`src/core/pcs_consts.svh`:
```
// constants for the pcm switch configuration register bank
// assumes inclusion by bare name from the core design files
`ifndef PCS_CONSTS_SVH
`define PCS_CONSTS_SVH

// ==========================================================================
// indirect addresses and reset values
`define PCS_ADDR_CONFIG    8'hfe
`define PCS_ADDR_SHIFT     8'hff
`define PCS_CONFIG_RESET   8'hff
`define PCS_SHIFT_RESET    8'h00
`define PCS_CONFIG_FIXED   8'hc0
`define PCS_READ_UNMAPPED  8'h00

// ==========================================================================
// field positions of the configuration register
`define PCS_BIT_CLK_SEL    0
`define PCS_BIT_LINE_SEL   1
`define PCS_BIT_FUNC_SEL   2
`define PCS_BIT_LAW_SEL    3
`define PCS_FMT_LO         4
`define PCS_FMT_HI         5

// ==========================================================================
// field positions of the clock shift register
`define PCS_RX_SHIFT_HI    7
`define PCS_RX_SHIFT_LO    5
`define PCS_RX_EDGE_BIT    4
`define PCS_TX_SHIFT_HI    3
`define PCS_TX_SHIFT_LO    1
`define PCS_TX_EDGE_BIT    0

// ==========================================================================
// control byte command field and codes
`define PCS_CMD_HI         7
`define PCS_CMD_LO         5
`define PCS_CMD_WR_REG     3'h7
`define PCS_CMD_RD_REG     3'h6

// ==========================================================================
// byte inversion masks
`define PCS_MASK_EVEN      8'h55
`define PCS_MASK_ODD       8'haa
`define PCS_MASK_ALL       8'hff

// ==========================================================================
// timing
`define PCS_SYS_CLK_MHZ    50
`define PCS_BUSY_NS        900
`define PCS_BUSY_CYC       ((`PCS_BUSY_NS * `PCS_SYS_CLK_MHZ) / 1000)

`endif

```
`src/core/pcs_pkg.sv`:
```
// types shared by the pcm switch configuration register bank
// assumes nothing of its surroundings
`default_nettype none

package pcs_pkg;

   typedef enum logic [1:0] {pcs_ph_ctrl, pcs_ph_data, pcs_ph_addr} pcs_phase_t;

   typedef enum logic [1:0] {pcs_fmt_none, pcs_fmt_even, pcs_fmt_odd, pcs_fmt_all} pcs_fmt_t;

   typedef logic [2:0] pcs_cmd_t;

endpackage

`default_nettype wire

```
`src/core/pcs_delay_if.sv`:
```
// carrier between the register bank and its bit delay lines
// assumes both ends run on the same clock
`timescale 1ns/1ps
`default_nettype none

interface pcs_delay_if #(parameter int SW = 3);
   logic          stb;
   logic          bit_in;
   logic [SW-1:0] steps;
   logic          bit_out;

   modport src  (output stb, output bit_in, output steps, input bit_out);
   modport line (input stb, input bit_in, input steps, output bit_out);
endinterface

`default_nettype wire

```
`src/core/pcs_cfg_regs.sv`:
```
// configuration and clock shift registers behind the indirect access port
// assumes a host that writes and reads the port one byte per strobe,
// all inputs synchronous to clk
`include "pcs_consts.svh"
`timescale 1ns/1ps
`default_nettype none

module pcs_cfg_regs
   import pcs_pkg::*;
#(
   parameter int BUSY_CYC = `PCS_BUSY_CYC
) (
   input  wire logic       clk,
   input  wire logic       sys_rst,
   input  wire logic       iap_wr_stb,
   input  wire logic       iap_rd_stb,
   input  wire logic [7:0] iap_wdata,
   output logic      [7:0] iap_rdata,
   output logic            iap_busy,
   output logic            clock_period_select,
   output logic            line_config_select,
   output logic            function_select,
   output logic            law_select,
   output logic      [1:0] byte_format,
   output logic      [3:0] rx_offset_half,
   output logic      [3:0] tx_offset_half,
   output logic            rx_sample_rising,
   output logic            tx_launch_falling,
   output logic            slot_lag,
   output logic            frames_aligned,
   input  wire logic       sys_bit_stb,
   input  wire logic       sys_rx_bit,
   input  wire logic       sys_tx_bit,
   output logic            sys_rx_data,
   output logic            sys_tx_data,
   input  wire logic [7:0] pcm_byte_in,
   output logic      [7:0] pcm_byte_out
);

   // ========================================================================
   // declarations
   logic [7:0] device_configuration;
   logic [7:0] frame_clock_shift;
   pcs_phase_t wr_phase;
   pcs_phase_t rd_phase;
   logic [7:0] ctl_byte;
   logic [7:0] data_byte;
   logic [7:0] addr_byte;
   logic [7:0] next_data_byte;
   logic [5:0] busy_cnt;
   logic       wr_take;
   logic       rd_take;
   logic       access_done;
   pcs_cmd_t   cmd;
   logic       primary;
   logic [2:0] eff_rx_shift;
   logic [2:0] eff_tx_shift;
   logic       eff_rx_edge;
   logic       eff_tx_edge;
   logic [7:0] fmt_byte;

   pcs_delay_if #(.SW(3)) rx_line ();
   pcs_delay_if #(.SW(3)) tx_line ();

   // ========================================================================
   // indirect access port sequencing
   // bytes arriving while busy are dropped, as the host must poll busy first
   assign wr_take     = iap_wr_stb & ~iap_busy;
   assign rd_take     = iap_rd_stb & ~iap_busy & ~iap_wr_stb;
   assign access_done = wr_take & (wr_phase == pcs_ph_addr);
   assign cmd         = ctl_byte[`PCS_CMD_HI:`PCS_CMD_LO];

   always_ff @(posedge clk or posedge sys_rst) begin
      if (sys_rst) begin
         wr_phase <= pcs_ph_ctrl;
      end else if (wr_take) begin
         unique case (wr_phase)
            pcs_ph_ctrl: wr_phase <= pcs_ph_data;
            pcs_ph_data: wr_phase <= pcs_ph_addr;
            pcs_ph_addr: wr_phase <= pcs_ph_ctrl;
            default:     wr_phase <= pcs_ph_ctrl;
         endcase
      end
   end

   always_ff @(posedge clk or posedge sys_rst) begin
      if (sys_rst) begin
         ctl_byte <= 8'h00;
      end else if (wr_take && wr_phase == pcs_ph_ctrl) begin
         ctl_byte <= iap_wdata;
      end
   end

   always_ff @(posedge clk or posedge sys_rst) begin
      if (sys_rst) begin
         addr_byte <= 8'h00;
      end else if (access_done) begin
         addr_byte <= iap_wdata;
      end
   end

   // a read command replaces the data byte with the addressed register
   always_comb begin
      next_data_byte = data_byte;
      if (wr_take && wr_phase == pcs_ph_data) begin
         next_data_byte = iap_wdata;
      end else if (access_done && cmd == `PCS_CMD_RD_REG) begin
         if (iap_wdata == `PCS_ADDR_CONFIG) begin
            next_data_byte = device_configuration | `PCS_CONFIG_FIXED;
         end else if (iap_wdata == `PCS_ADDR_SHIFT) begin
            next_data_byte = frame_clock_shift;
         end else begin
            next_data_byte = `PCS_READ_UNMAPPED;
         end
      end
   end

   always_ff @(posedge clk or posedge sys_rst) begin
      if (sys_rst) begin
         data_byte <= 8'h00;
      end else begin
         data_byte <= next_data_byte;
      end
   end

   // ========================================================================
   // busy time after every completed three-byte access
   always_ff @(posedge clk or posedge sys_rst) begin
      if (sys_rst) begin
         busy_cnt <= 6'h00;
      end else if (access_done) begin
         busy_cnt <= 6'(BUSY_CYC);
      end else if (busy_cnt != 6'h00) begin
         busy_cnt <= busy_cnt - 6'h01;
      end
   end

   always_ff @(posedge clk or posedge sys_rst) begin
      if (sys_rst) begin
         iap_busy <= 1'b0;
      end else begin
         iap_busy <= access_done | (busy_cnt > 6'h01);
      end
   end

   // ========================================================================
   // read back of the three port bytes: control, data, address
   // any write taken while not busy restarts the read sequence at the control byte
   always_ff @(posedge clk or posedge sys_rst) begin
      if (sys_rst) begin
         rd_phase <= pcs_ph_ctrl;
      end else if (wr_take) begin
         rd_phase <= pcs_ph_ctrl;
      end else if (rd_take) begin
         unique case (rd_phase)
            pcs_ph_ctrl: rd_phase <= pcs_ph_data;
            pcs_ph_data: rd_phase <= pcs_ph_addr;
            pcs_ph_addr: rd_phase <= pcs_ph_ctrl;
            default:     rd_phase <= pcs_ph_ctrl;
         endcase
      end
   end

   always_ff @(posedge clk or posedge sys_rst) begin
      if (sys_rst) begin
         iap_rdata <= 8'h00;
      end else if (rd_take) begin
         unique case (rd_phase)
            pcs_ph_ctrl: iap_rdata <= ctl_byte;
            pcs_ph_data: iap_rdata <= data_byte;
            pcs_ph_addr: iap_rdata <= addr_byte;
            default:     iap_rdata <= 8'h00;
         endcase
      end
   end

   // ========================================================================
   // configuration register
   always_ff @(posedge clk or posedge sys_rst) begin
      if (sys_rst) begin
         device_configuration <= `PCS_CONFIG_RESET;
      end else if (access_done && cmd == `PCS_CMD_WR_REG
                   && iap_wdata == `PCS_ADDR_CONFIG) begin
         // the two top bits are not writable
         device_configuration <= data_byte | `PCS_CONFIG_FIXED;
      end
   end

   // ========================================================================
   // clock shift register
   // it is cleared when the standard configuration is chosen, and a write
   // in that configuration stores zero, so no stale shift can survive
   always_ff @(posedge clk or posedge sys_rst) begin
      if (sys_rst) begin
         frame_clock_shift <= `PCS_SHIFT_RESET;
      end else if (access_done && cmd == `PCS_CMD_WR_REG) begin
         if (iap_wdata == `PCS_ADDR_SHIFT) begin
            if (device_configuration[`PCS_BIT_LINE_SEL]) begin
               frame_clock_shift <= `PCS_SHIFT_RESET;
            end else begin
               frame_clock_shift <= data_byte;
            end
         end else if (iap_wdata == `PCS_ADDR_CONFIG
                      && data_byte[`PCS_BIT_LINE_SEL]) begin
            frame_clock_shift <= `PCS_SHIFT_RESET;
         end
      end
   end

   // ========================================================================
   // configuration outputs
   always_ff @(posedge clk or posedge sys_rst) begin
      if (sys_rst) begin
         clock_period_select <= 1'b1;
         line_config_select  <= 1'b1;
         function_select     <= 1'b1;
         law_select          <= 1'b1;
         byte_format         <= 2'h3;
      end else begin
         clock_period_select <= device_configuration[`PCS_BIT_CLK_SEL];
         line_config_select  <= device_configuration[`PCS_BIT_LINE_SEL];
         function_select     <= device_configuration[`PCS_BIT_FUNC_SEL];
         law_select          <= device_configuration[`PCS_BIT_LAW_SEL];
         byte_format         <= device_configuration[`PCS_FMT_HI:`PCS_FMT_LO];
      end
   end

   // ========================================================================
   // effective shift and edge settings
   // standard configuration forces them off whatever is stored
   assign primary      = ~device_configuration[`PCS_BIT_LINE_SEL];
   assign eff_rx_shift = primary ? frame_clock_shift[`PCS_RX_SHIFT_HI:`PCS_RX_SHIFT_LO]
                                 : 3'h0;
   assign eff_tx_shift = primary ? frame_clock_shift[`PCS_TX_SHIFT_HI:`PCS_TX_SHIFT_LO]
                                 : 3'h0;
   assign eff_rx_edge  = primary & frame_clock_shift[`PCS_RX_EDGE_BIT];
   assign eff_tx_edge  = primary & frame_clock_shift[`PCS_TX_EDGE_BIT];

   always_ff @(posedge clk or posedge sys_rst) begin
      if (sys_rst) begin
         rx_sample_rising  <= 1'b0;
         tx_launch_falling <= 1'b0;
      end else begin
         rx_sample_rising  <= eff_rx_edge;
         tx_launch_falling <= eff_tx_edge;
      end
   end

   // offsets from the sync edge in half clock periods, at most fifteen
   always_ff @(posedge clk or posedge sys_rst) begin
      if (sys_rst) begin
         rx_offset_half <= 4'h0;
         tx_offset_half <= 4'h0;
      end else begin
         rx_offset_half <= {eff_rx_shift, eff_rx_edge};
         tx_offset_half <= {eff_tx_shift, eff_tx_edge};
      end
   end

   // ========================================================================
   // slot relation between input and output frames
   always_ff @(posedge clk or posedge sys_rst) begin
      if (sys_rst) begin
         slot_lag       <= 1'b0;
         frames_aligned <= 1'b1;
      end else begin
         slot_lag       <= (eff_rx_shift == eff_tx_shift) && (eff_rx_shift != 3'h0)
                           && (eff_rx_edge == eff_tx_edge);
         frames_aligned <= (eff_rx_shift == 3'h0) && (eff_tx_shift == 3'h0)
                           && !eff_rx_edge && !eff_tx_edge;
      end
   end

   // ========================================================================
   // system interface delay lines
   assign rx_line.stb    = sys_bit_stb;
   assign rx_line.bit_in = sys_rx_bit;
   assign rx_line.steps  = eff_rx_shift;
   assign tx_line.stb    = sys_bit_stb;
   assign tx_line.bit_in = sys_tx_bit;
   assign tx_line.steps  = eff_tx_shift;

   pcs_bit_delay #(.DEPTH(7)) u_rx_delay (
      .clk     (clk),
      .sys_rst (sys_rst),
      .dl      (rx_line.line)
   );

   pcs_bit_delay #(.DEPTH(7)) u_tx_delay (
      .clk     (clk),
      .sys_rst (sys_rst),
      .dl      (tx_line.line)
   );

   always_ff @(posedge clk or posedge sys_rst) begin
      if (sys_rst) begin
         sys_rx_data <= 1'b0;
         sys_tx_data <= 1'b0;
      end else begin
         sys_rx_data <= rx_line.bit_out;
         sys_tx_data <= tx_line.bit_out;
      end
   end

   // ========================================================================
   // pcm byte format applied to conference data
   // the registered format field drives the inverter, so the byte output
   // always agrees with the byte_format pins one cycle earlier
   pcs_byte_fmt u_fmt (
      .fmt      (byte_format),
      .byte_in  (pcm_byte_in),
      .byte_out (fmt_byte)
   );

   always_ff @(posedge clk or posedge sys_rst) begin
      if (sys_rst) begin
         pcm_byte_out <= 8'h00;
      end else begin
         pcm_byte_out <= fmt_byte;
      end
   end

endmodule

`default_nettype wire

```
`src/core/pcs_bit_delay.sv`:
```
// programmable bit-period delay line for one serial stream
// assumes one strobe per bit period, synchronous to clk
`timescale 1ns/1ps
`default_nettype none

module pcs_bit_delay #(
   parameter int DEPTH = 7
) (
   input  wire logic clk,
   input  wire logic sys_rst,
   pcs_delay_if.line dl
);

   logic [DEPTH-1:0] hist;

   // ========================================================================
   // history of past bits, one entry per bit period
   always_ff @(posedge clk or posedge sys_rst) begin
      if (sys_rst) begin
         hist <= '0;
      end else if (dl.stb) begin
         hist <= {hist[DEPTH-2:0], dl.bit_in};
      end
   end

   // zero steps passes the stream straight through, keeping frames aligned
   always_comb begin
      if (dl.steps == '0) begin
         dl.bit_out = dl.bit_in;
      end else begin
         dl.bit_out = hist[dl.steps - 1'b1];
      end
   end

endmodule

`default_nettype wire

```
`src/core/pcs_byte_fmt.sv`:
```
// pcm byte inversion for the selected byte format
// assumes a purely combinational use inside a registered path
`include "pcs_consts.svh"
`timescale 1ns/1ps
`default_nettype none

module pcs_byte_fmt
   import pcs_pkg::*;
(
   input  wire logic [1:0] fmt,
   input  wire logic [7:0] byte_in,
   output logic      [7:0] byte_out
);

   always_comb begin
      unique case (pcs_fmt_t'(fmt))
         pcs_fmt_none: byte_out = byte_in;
         pcs_fmt_even: byte_out = byte_in ^ `PCS_MASK_EVEN;
         pcs_fmt_odd:  byte_out = byte_in ^ `PCS_MASK_ODD;
         pcs_fmt_all:  byte_out = byte_in ^ `PCS_MASK_ALL;
      endcase
   end

endmodule

`default_nettype wire

```
`config.mk`:
```
export PLATFORM = sky130hd
export DESIGN_NAME = pcs_cfg_regs
export DESIGN_NICKNAME = d
export VERILOG_FILES = /design/src/core/pcs_pkg.sv /design/src/core/pcs_delay_if.sv /design/src/core/pcs_cfg_regs.sv /design/src/core/pcs_bit_delay.sv /design/src/core/pcs_byte_fmt.sv
export VERILOG_INCLUDE_DIRS = /design/src /design/src/core
export SDC_FILE = /design/constraint.sdc
export NUM_CORES = 1
export LEC_CHECK = 0
export BUFFER_PORTS_ARGS = -buffer_cell sky130_fd_sc_hd__clkbuf_2
export CORE_MARGIN = 2
export CORE_UTILIZATION = 50
export DETAILED_ROUTE_END_ITERATION = 8
export PLACE_DENSITY_LB_ADDON = 0.1
export SYNTH_ARGS = -nofsm -noshare
export SYNTH_HDL_FRONTEND = slang
export SYNTH_SLANG_ARGS = --single-unit
```
`constraint.sdc`:
```
create_clock -name clk -period 4.5 [get_ports clk]
set_input_delay 0.9 -clock clk [delete_from_list [all_inputs] [get_ports clk]]
set_output_delay 0.9 -clock clk [all_outputs]
set_load 0.01 [all_outputs]
```
==> results of run 1 <==
-- Yosys cell counts, types with 2 or more instances --
| cell type | n |
|---|---|
| o21a_1 | 8 |
| xor2_1 | 8 |
| nand4bb_1 | 2 |
| a22oi_1 | 5 |
| mux2_2 | 27 |
| inv_1 | 18 |
| a31oi_1 | 2 |
| o221ai_1 | 7 |
| mux2i_1 | 19 |
| nand3_1 | 5 |
| nor2b_1 | 3 |
| nand2_1 | 52 |
| dfrtp_1 | 84 |
| nor3_1 | 7 |
| dfstp_2 | 13 |
| a211oi_1 | 2 |
| mux2_4 | 6 |
| buf_2 | 6 |
| nand2b_1 | 7 |
| or3_1 | 2 |
| ha_1 | 4 |
| o21ai_0 | 8 |
| buf_4 | 4 |
| a21oi_1 | 15 |
| clkbuf_1 | 8 |
| xnor2_1 | 6 |
| mux4_2 | 2 |
| nor2_1 | 24 |
| nor3_2 | 2 |
-- sequential cells by signal, indices dropped and copies added (netlist names), 2 cells and up --
name / flops
rx_offset_half: 4
wr_phase: 2
iap_rdata: 8
tx_offset_half: 4
rd_phase: 2
byte_format: 2
addr_byte: 8
device_configuration: 6
u_tx_delay.hist: 7
u_rx_delay.hist: 7
ctl_byte: 8
frame_clock_shift: 8
pcm_byte_out: 8
busy_cnt: 6
data_byte: 8
-- power breakdown --
part	switching [W]	total, W	internal [W]
Sequential	0.0000270	0.000947	0.000920
Combinational	0.0000622	0.000129	0.0000666
Clock	0.000293	0.000552	0.000259
-- worst max path at each step --
| stage | start | to | slack, ns | cells past startpoint |
|---|---|---|---|---|
| floorplan | sys_rst | addr_byte[0]$_DFFE_PP0P_ | 1.09 | 1 |
| finish | device_configuration[1]$_DFFE_PP1P_ | sys_tx_data$_DFF_PP0_ | 2.31 | 5 |
| global placement | iap_wr_stb | device_configuration[2]$_DFFE_PP1P_ | 1.99 | 6 |
| CTS | device_configuration[1]$_DFFE_PP1P_ | sys_tx_data$_DFF_PP0_ | 2.31 | 5 |
| detailed placement | iap_wr_stb | device_configuration[4]$_DFFE_PP1P_ | 1.95 | 6 |
| global route | iap_wr_stb | data_byte[5]$_DFFE_PP0P_ | 2.14 | 6 |
-- layout make-up --
cell class | instances | area share (%)
clock buffers | 10 | 2.58
well taps | 108 | 2.73
clock inverters | 6 | 1.32
inverters | 18 | 1.42
flip-flops and latches | 97 | 49.4
multi-input cells | 245 | 35.8
repair buffers | 64 | 6.73
-- layer usage --
metal | GRT usage (%) | wire (um)
met5 | 0 | 0
met4 | 5.34 | 100
met1 | 26.5 | 4000
met3 | 4.10 | 358
met2 | 29.3 | 3930
-- layout by cell type (no fill, tap or decap), types with 6 or more instances in the layout --
| cell | netlist | layout |
|---|---|---|
| mux2_4 | 6 | 6 |
| nand2_1 | 52 | 52 |
| o21a_1 | 8 | 8 |
| clkbuf_2 | 0 | 59 |
| dfstp_2 | 13 | 13 |
| a21oi_1 | 15 | 15 |
| clkbuf_8 | 0 | 9 |
| o221ai_1 | 7 | 7 |
| nor3_1 | 7 | 7 |
| inv_1 | 18 | 17 |
| nand2b_1 | 7 | 7 |
| dfrtp_1 | 84 | 84 |
| xor2_1 | 8 | 8 |
| mux2_2 | 27 | 27 |
| o21ai_0 | 8 | 8 |
| mux2i_1 | 19 | 19 |
| nor2_1 | 24 | 24 |
| xnor2_1 | 6 | 6 |
-- critical path, cell delays in order (launching register included) --
cell	delay [ns]
dfstp_2	0.76
nand2b_1	0.25
ha_1	0.23
mux4_2	0.51
o32ai_1	0.27
nor2_1	0.07
-- kinds of logic (layout without fill, tap and decap cells) --
logic type | count (synthesis) | after routing | synth area share, %
XOR/XNOR | 14 | 14 | 2.80
flip-flops | 97 | 97 | 55.9
buffers and inverters | 36 | 98 | 3.60
AO/OA/AOI/OAI | 56 | 56 | 8.92
adder cells (fa/ha/maj) | 4 | 4 | 1.14
multiplexers | 54 | 54 | 14.4
AND/OR/NAND/NOR | 117 | 117 | 13.3
-- through the flow --
stage                     worst slack, ns  hold slack (ns)
after floorplan                      1.09            0.352
after global placement               1.99            0.371
after detailed placement             1.95            0.373
after CTS                            2.31            0.384
after global routing                 2.14            0.384
final                                2.31            0.385
==> results_dict.tcl, run 1 <==
set metrics [dict create \
    final_cell_area_sq_mm 0.00495 \
    fill_cells 758 \
    crit_path_start_kind "register" \
    slew_headroom_pct 43.0 \
    tritoncts "done" \
    yosysTopAreaCell "dfrtp_1" \
    start_util_pct 50.9 \
    placed_area_sq_mm 0.00475 \
    async_reset_ff_share_pct 100 \
    final_core_util_pct 57.6 \
    drive_above_1_share_pct 30.9 \
    tns_ns 0 \
    route.detailed.wl_per_inst_um 15.3 \
    finalSetupViolations 0 \
    clk_latency_ns 0.35 \
    hp-start "device_configuration[5]$_DFFE_PP1P_" \
    hold_viol 0 \
    cts_setup_buffers 0 \
    ys.flop_type "dfrtp_1" \
    synth.avg_cell_area_sq_um 11.6 \
    worstPathRequired_ns 4.75 \
    io_pins 60 \
    via_per_inst 5.34 \
    rows 34 \
    routed_wirelength_um 8390 \
    synth_fp_nets 405 \
    final_cells 548 \
    timing.rr.start "device_configuration[1]$_DFFE_PP1P_" \
    fp.dieH_um 97.5 \
    arrival_ns 2.44 \
    grt_first_pass_wirelength_um 14300 \
    vias 2928 \
    outcome "complete, no violations" \
    multiInputGateArea_sq_mm 0.00177 \
    ys_top_cells_by_area "dfrtp_1 48%, dfstp_2 7.8%, mux2_2 7.0%, nand2_1 4.5%, mux2i_1 4.3%" \
    ys_warn_count 0 \
    cts_root_buf "clkbuf_8" \
    synthCells 378 \
    die_x_um 97.5 \
    p_leak_nw 2.34 \
    r2r_cells 5 \
    antenna_found_initial 0 \
    clk_pin_slew_worst_paths_ns 0.10 \
    register_area_sq_mm 0.00244 \
    whs_path_depth 0 \
    power.total_w 0.00163 \
    tightest_slew_ns 0.855 \
    drtIter0Drc 141 \
    hold_buffers 0 \
    cts.sinks 97 \
    regToRegSetupSlack_ns 2.31 \
    drtAntennaViolNets 0 \
    firstDrtPassIters 5 \
    powerDensity_mw_per_mm2 329 \
    area_growth_syn_to_layout_pct 13.1 \
    dp.cells 532 \
    grt_max_degree 74 \
    drc_errors 0 \
    hold_class "reg -> reg" \
    grt_pass1_vias 2897 \
    grt_use_total_pct 18.7 \
    ys_seq_area_share_pct 55.9 \
    skew_ns 0.0111 \
    synth-seq-cells 97 \
    max_freq_mhz 456 \
    fin_nets 462 \
    hold_path_end "byte_format[1]$_DFF_PP1_" \
    synth_top_area_share_pct 48.1 \
    dieArea_sq_mm 0.00951 \
    vdd_drop_max_mv 0.160 \
    clk_path_buf_depth 2 \
    synth-edff-count 0 \
    core_area_sq_mm 0.00859 \
    yosys.cell_types.count 51 \
    grt_overflow_total 0 \
    gp_congestion 0.853 \
    final.period_utilization_pct 48.7 \
    end_kind "register" \
    path_max_fanout 20 \
    hpwlAfterDp_um 5890 \
    period_minus_slack_ns 2.19 \
    path_class "reg -> reg" \
    io_buffers 59 \
    cap_violations 0 \
    cts_buffers 9 \
    cts-resized-gates 0 \
    slew_viol_final 0 \
    synthesis.area_sq_mm 0.00437 \
    reg2reg_to "sys_tx_data$_DFF_PP0_" \
    h-tree-depth 3 \
    num_antenna_cells 0 \
    rsz0062_at_grt "false" \
]
(Power assumes the default switching activity.)
==> inputs of run 2 (changes only) <==
- ABC_AREA: not set -> 1
- clock period: 4.5 -> 2.3 ns (I/O delays scaled with it)
==> results_dict.tcl, run 2 <==
set metrics [dict create \
    placed_area_sq_mm 0.00480 \
    synth-xor-area-share_pct 1.59 \
    grt_overflow_total 0 \
    synth_commonest_cells "151 x nand2_1, 84 x dfrtp_1, 67 x nand3_1" \
    skew_ns 0.0113 \
    firstDrtPassIters 4 \
    io_pins 60 \
    final_common_cell "nand2_1" \
    synth_mux_area_share_pct 0.256 \
    path_max_fanout 12 \
    p_leak_nw 2.68 \
    synth-simple-area-share_pct 27.2 \
    slew_headroom_pct 55.6 \
    path_class "reg -> reg" \
    p_seq_share_pct 57.1 \
    num_antenna_cells 0 \
    end_kind "register" \
    route.detailed.wl_per_inst_um 13.9 \
    final.period_utilization_pct 81.9 \
    grt_first_pass_wirelength_um 16400 \
    clk_pin_slew_worst_paths_ns 0.09 \
    tightest_slew_ns 0.664 \
    cts-resized-gates 0 \
    vias 3541 \
    synth_top_family_by_area "simple AND/OR/NAND/NOR gates" \
    synth-edff-count 0 \
    sw_frac_of_total_pct 23.4 \
    grt_use_total_pct 21.3 \
    hold_viol 0 \
    crit_path_start_kind "register" \
    synthCells 511 \
    layout_common_cells "151 x nand2_1, 84 x dfrtp_1, 67 x nand3_1" \
    rsz0062_at_grt "false" \
    fin_nets 599 \
    die_x_um 97.8 \
    grt_max_degree 98 \
    cts_buffers 9 \
    synth_fp_nets 538 \
    yosys.cell_types.count 32 \
    drtIter0Drc 127 \
    dieArea_sq_mm 0.00956 \
    h-tree-depth 3 \
    finalSetupViolations 0 \
    drive_above_1_share_pct 19.1 \
    ys_warn_count 0 \
    hpwlAfterDp_um 6910 \
    synth_fa_ha_area_share_pct 1.14 \
    ys_seq_area_share_pct 55.5 \
    gp_congestion 0.859 \
    cap_violations 0 \
    io_buffers 59 \
    p_switching_w 0.000729 \
    cts.sinks 97 \
    routed_wirelength_um 9520 \
    synth-seq-cells 97 \
    internal_power_w 0.00238 \
    slew_viol_final 0 \
    tritoncts "done" \
    ys.flop_type "dfrtp_1" \
    async_reset_ff_share_pct 100 \
    period_minus_slack_ns 1.88 \
    synth-compound-area-share_pct 8.02 \
    p_comb_share_pct 5.4 \
    synthesis.area_sq_mm 0.00440 \
    start_util_pct 50.9 \
    drtAntennaViolNets 0 \
    rows 34 \
    clk_latency_ns 0.36 \
    tns_ns 0 \
    synth_top_area_share_pct 47.8 \
    post-synth-top-count-cell "nand2_1" \
    final_cell_area_sq_mm 0.00501 \
    via_per_inst 5.17 \
    vdd_drop_max_mv 0.287 \
    arrival_ns 2.14 \
    cts_root_buf "clkbuf_8" \
    clk_path_buf_depth 2 \
    hold_buffers 0 \
    antenna_found_initial 0 \
    synth.avg_cell_area_sq_um 8.61 \
    max_freq_mhz 531 \
    yosysTopAreaCell "dfrtp_1" \
    clkPwrFrac_pct 37.5 \
    fill_cells 810 \
    cts_setup_buffers 0 \
    worstPathRequired_ns 2.56 \
    ys_top_cells_by_area "dfrtp_1 48%, nand2_1 13%, dfstp_2 7.8%, nand3_1 7.6%, o21ai_0 5.9%" \
    grt_pass1_vias 3342 \
    fp.dieH_um 97.8 \
    powerDensity_mw_per_mm2 621 \
    drc_errors 0 \
    outcome "complete, no violations" \
    hold_class "in -> async" \
    core_area_sq_mm 0.00864 \
    area_growth_syn_to_layout_pct 13.9 \
]
## run 2: path summary, 6_finish.rpt
check                      slack, ns                                 from  cells past startpoint                        end
max                             0.42  device_configuration[1]$_DFFE_PP1P_                     10      sys_tx_data$_DFF_PP0_
min                             0.23                              sys_rst                      3  pcm_byte_out[0]$_DFF_PP0_
max reg2reg                     0.42  device_configuration[1]$_DFFE_PP1P_                     10      sys_tx_data$_DFF_PP0_
min reg2reg                     0.38  device_configuration[3]$_DFFE_PP1P_                      0       law_select$_DFF_PP1_
max in group asynchronous       1.69                              sys_rst                      3   addr_byte[4]$_DFFE_PP0P_
min in group clk                0.27                       pcm_byte_in[3]                      2  pcm_byte_out[3]$_DFF_PP0_
## run 2: cell type report
cell class	count	area, sq um	area share [%]
sequential	97	2440	48.8
multi-input combinational	350	1680	33.5
timing repair buffer	64	345	6.89
inverter	50	194	3.87
clock buffer	11	153	3.05
tap	108	135	2.70
clock inverter	5	58.8	1.17
## run 2: cell families after synthesis
family          Yosys count
compound gates           68
xor+xnor                  8
fa+ha+maj                 4
buf+inv                  64
flops                    97
mux                       1
simple gates            269
## run 2: critical path: stages, from the launching register on
cell,delay [ns]
dfstp_2,0.43
inv_1,0.30
nand2_1,0.21
ha_1,0.35
inv_1,0.07
nor2_1,0.11
nand2_1,0.06
nand3_1,0.09
nand2_1,0.05
nand3_1,0.08
nand2_1,0.05
## run 2: power groups by stage
stage	Combinational [W]	Clock (W)	Sequential, W
finish	0.000168	0.00117	0.00177
global route	0.000194	0.00127	0.00178
CTS	0.000172	0.00120	0.00177
detailed placement	0.000171	0	0.00181
global placement	0.000170	0	0.00181
floorplan	0.000102	0	0.00181
## run 2: routing by layer
metal	part of all wire, %	global-route usage (%)	vias up
met5	0	0	-
li1	-	-	1781
met1	46	30.1	1677
met4	1.0	6.41	0
met3	3.4	3.01	8
met2	49	34.5	75
## run 2: stage by stage
stage	instances	util (%)	hold slack (ns)	setup slack (ns)	total power (W)
after detailed placement	669	55.5	0.366	0.443	0.00198
after floorplan	511	-	0.354	0.649	0.00191
after CTS	685	58.0	0.256	0.428	0.00315
after global routing	685	58.0	0.267	0.228	0.00325
after global placement	669	55.5	0.369	0.532	0.00198
final	685	58.0	0.235	0.416	0.00311
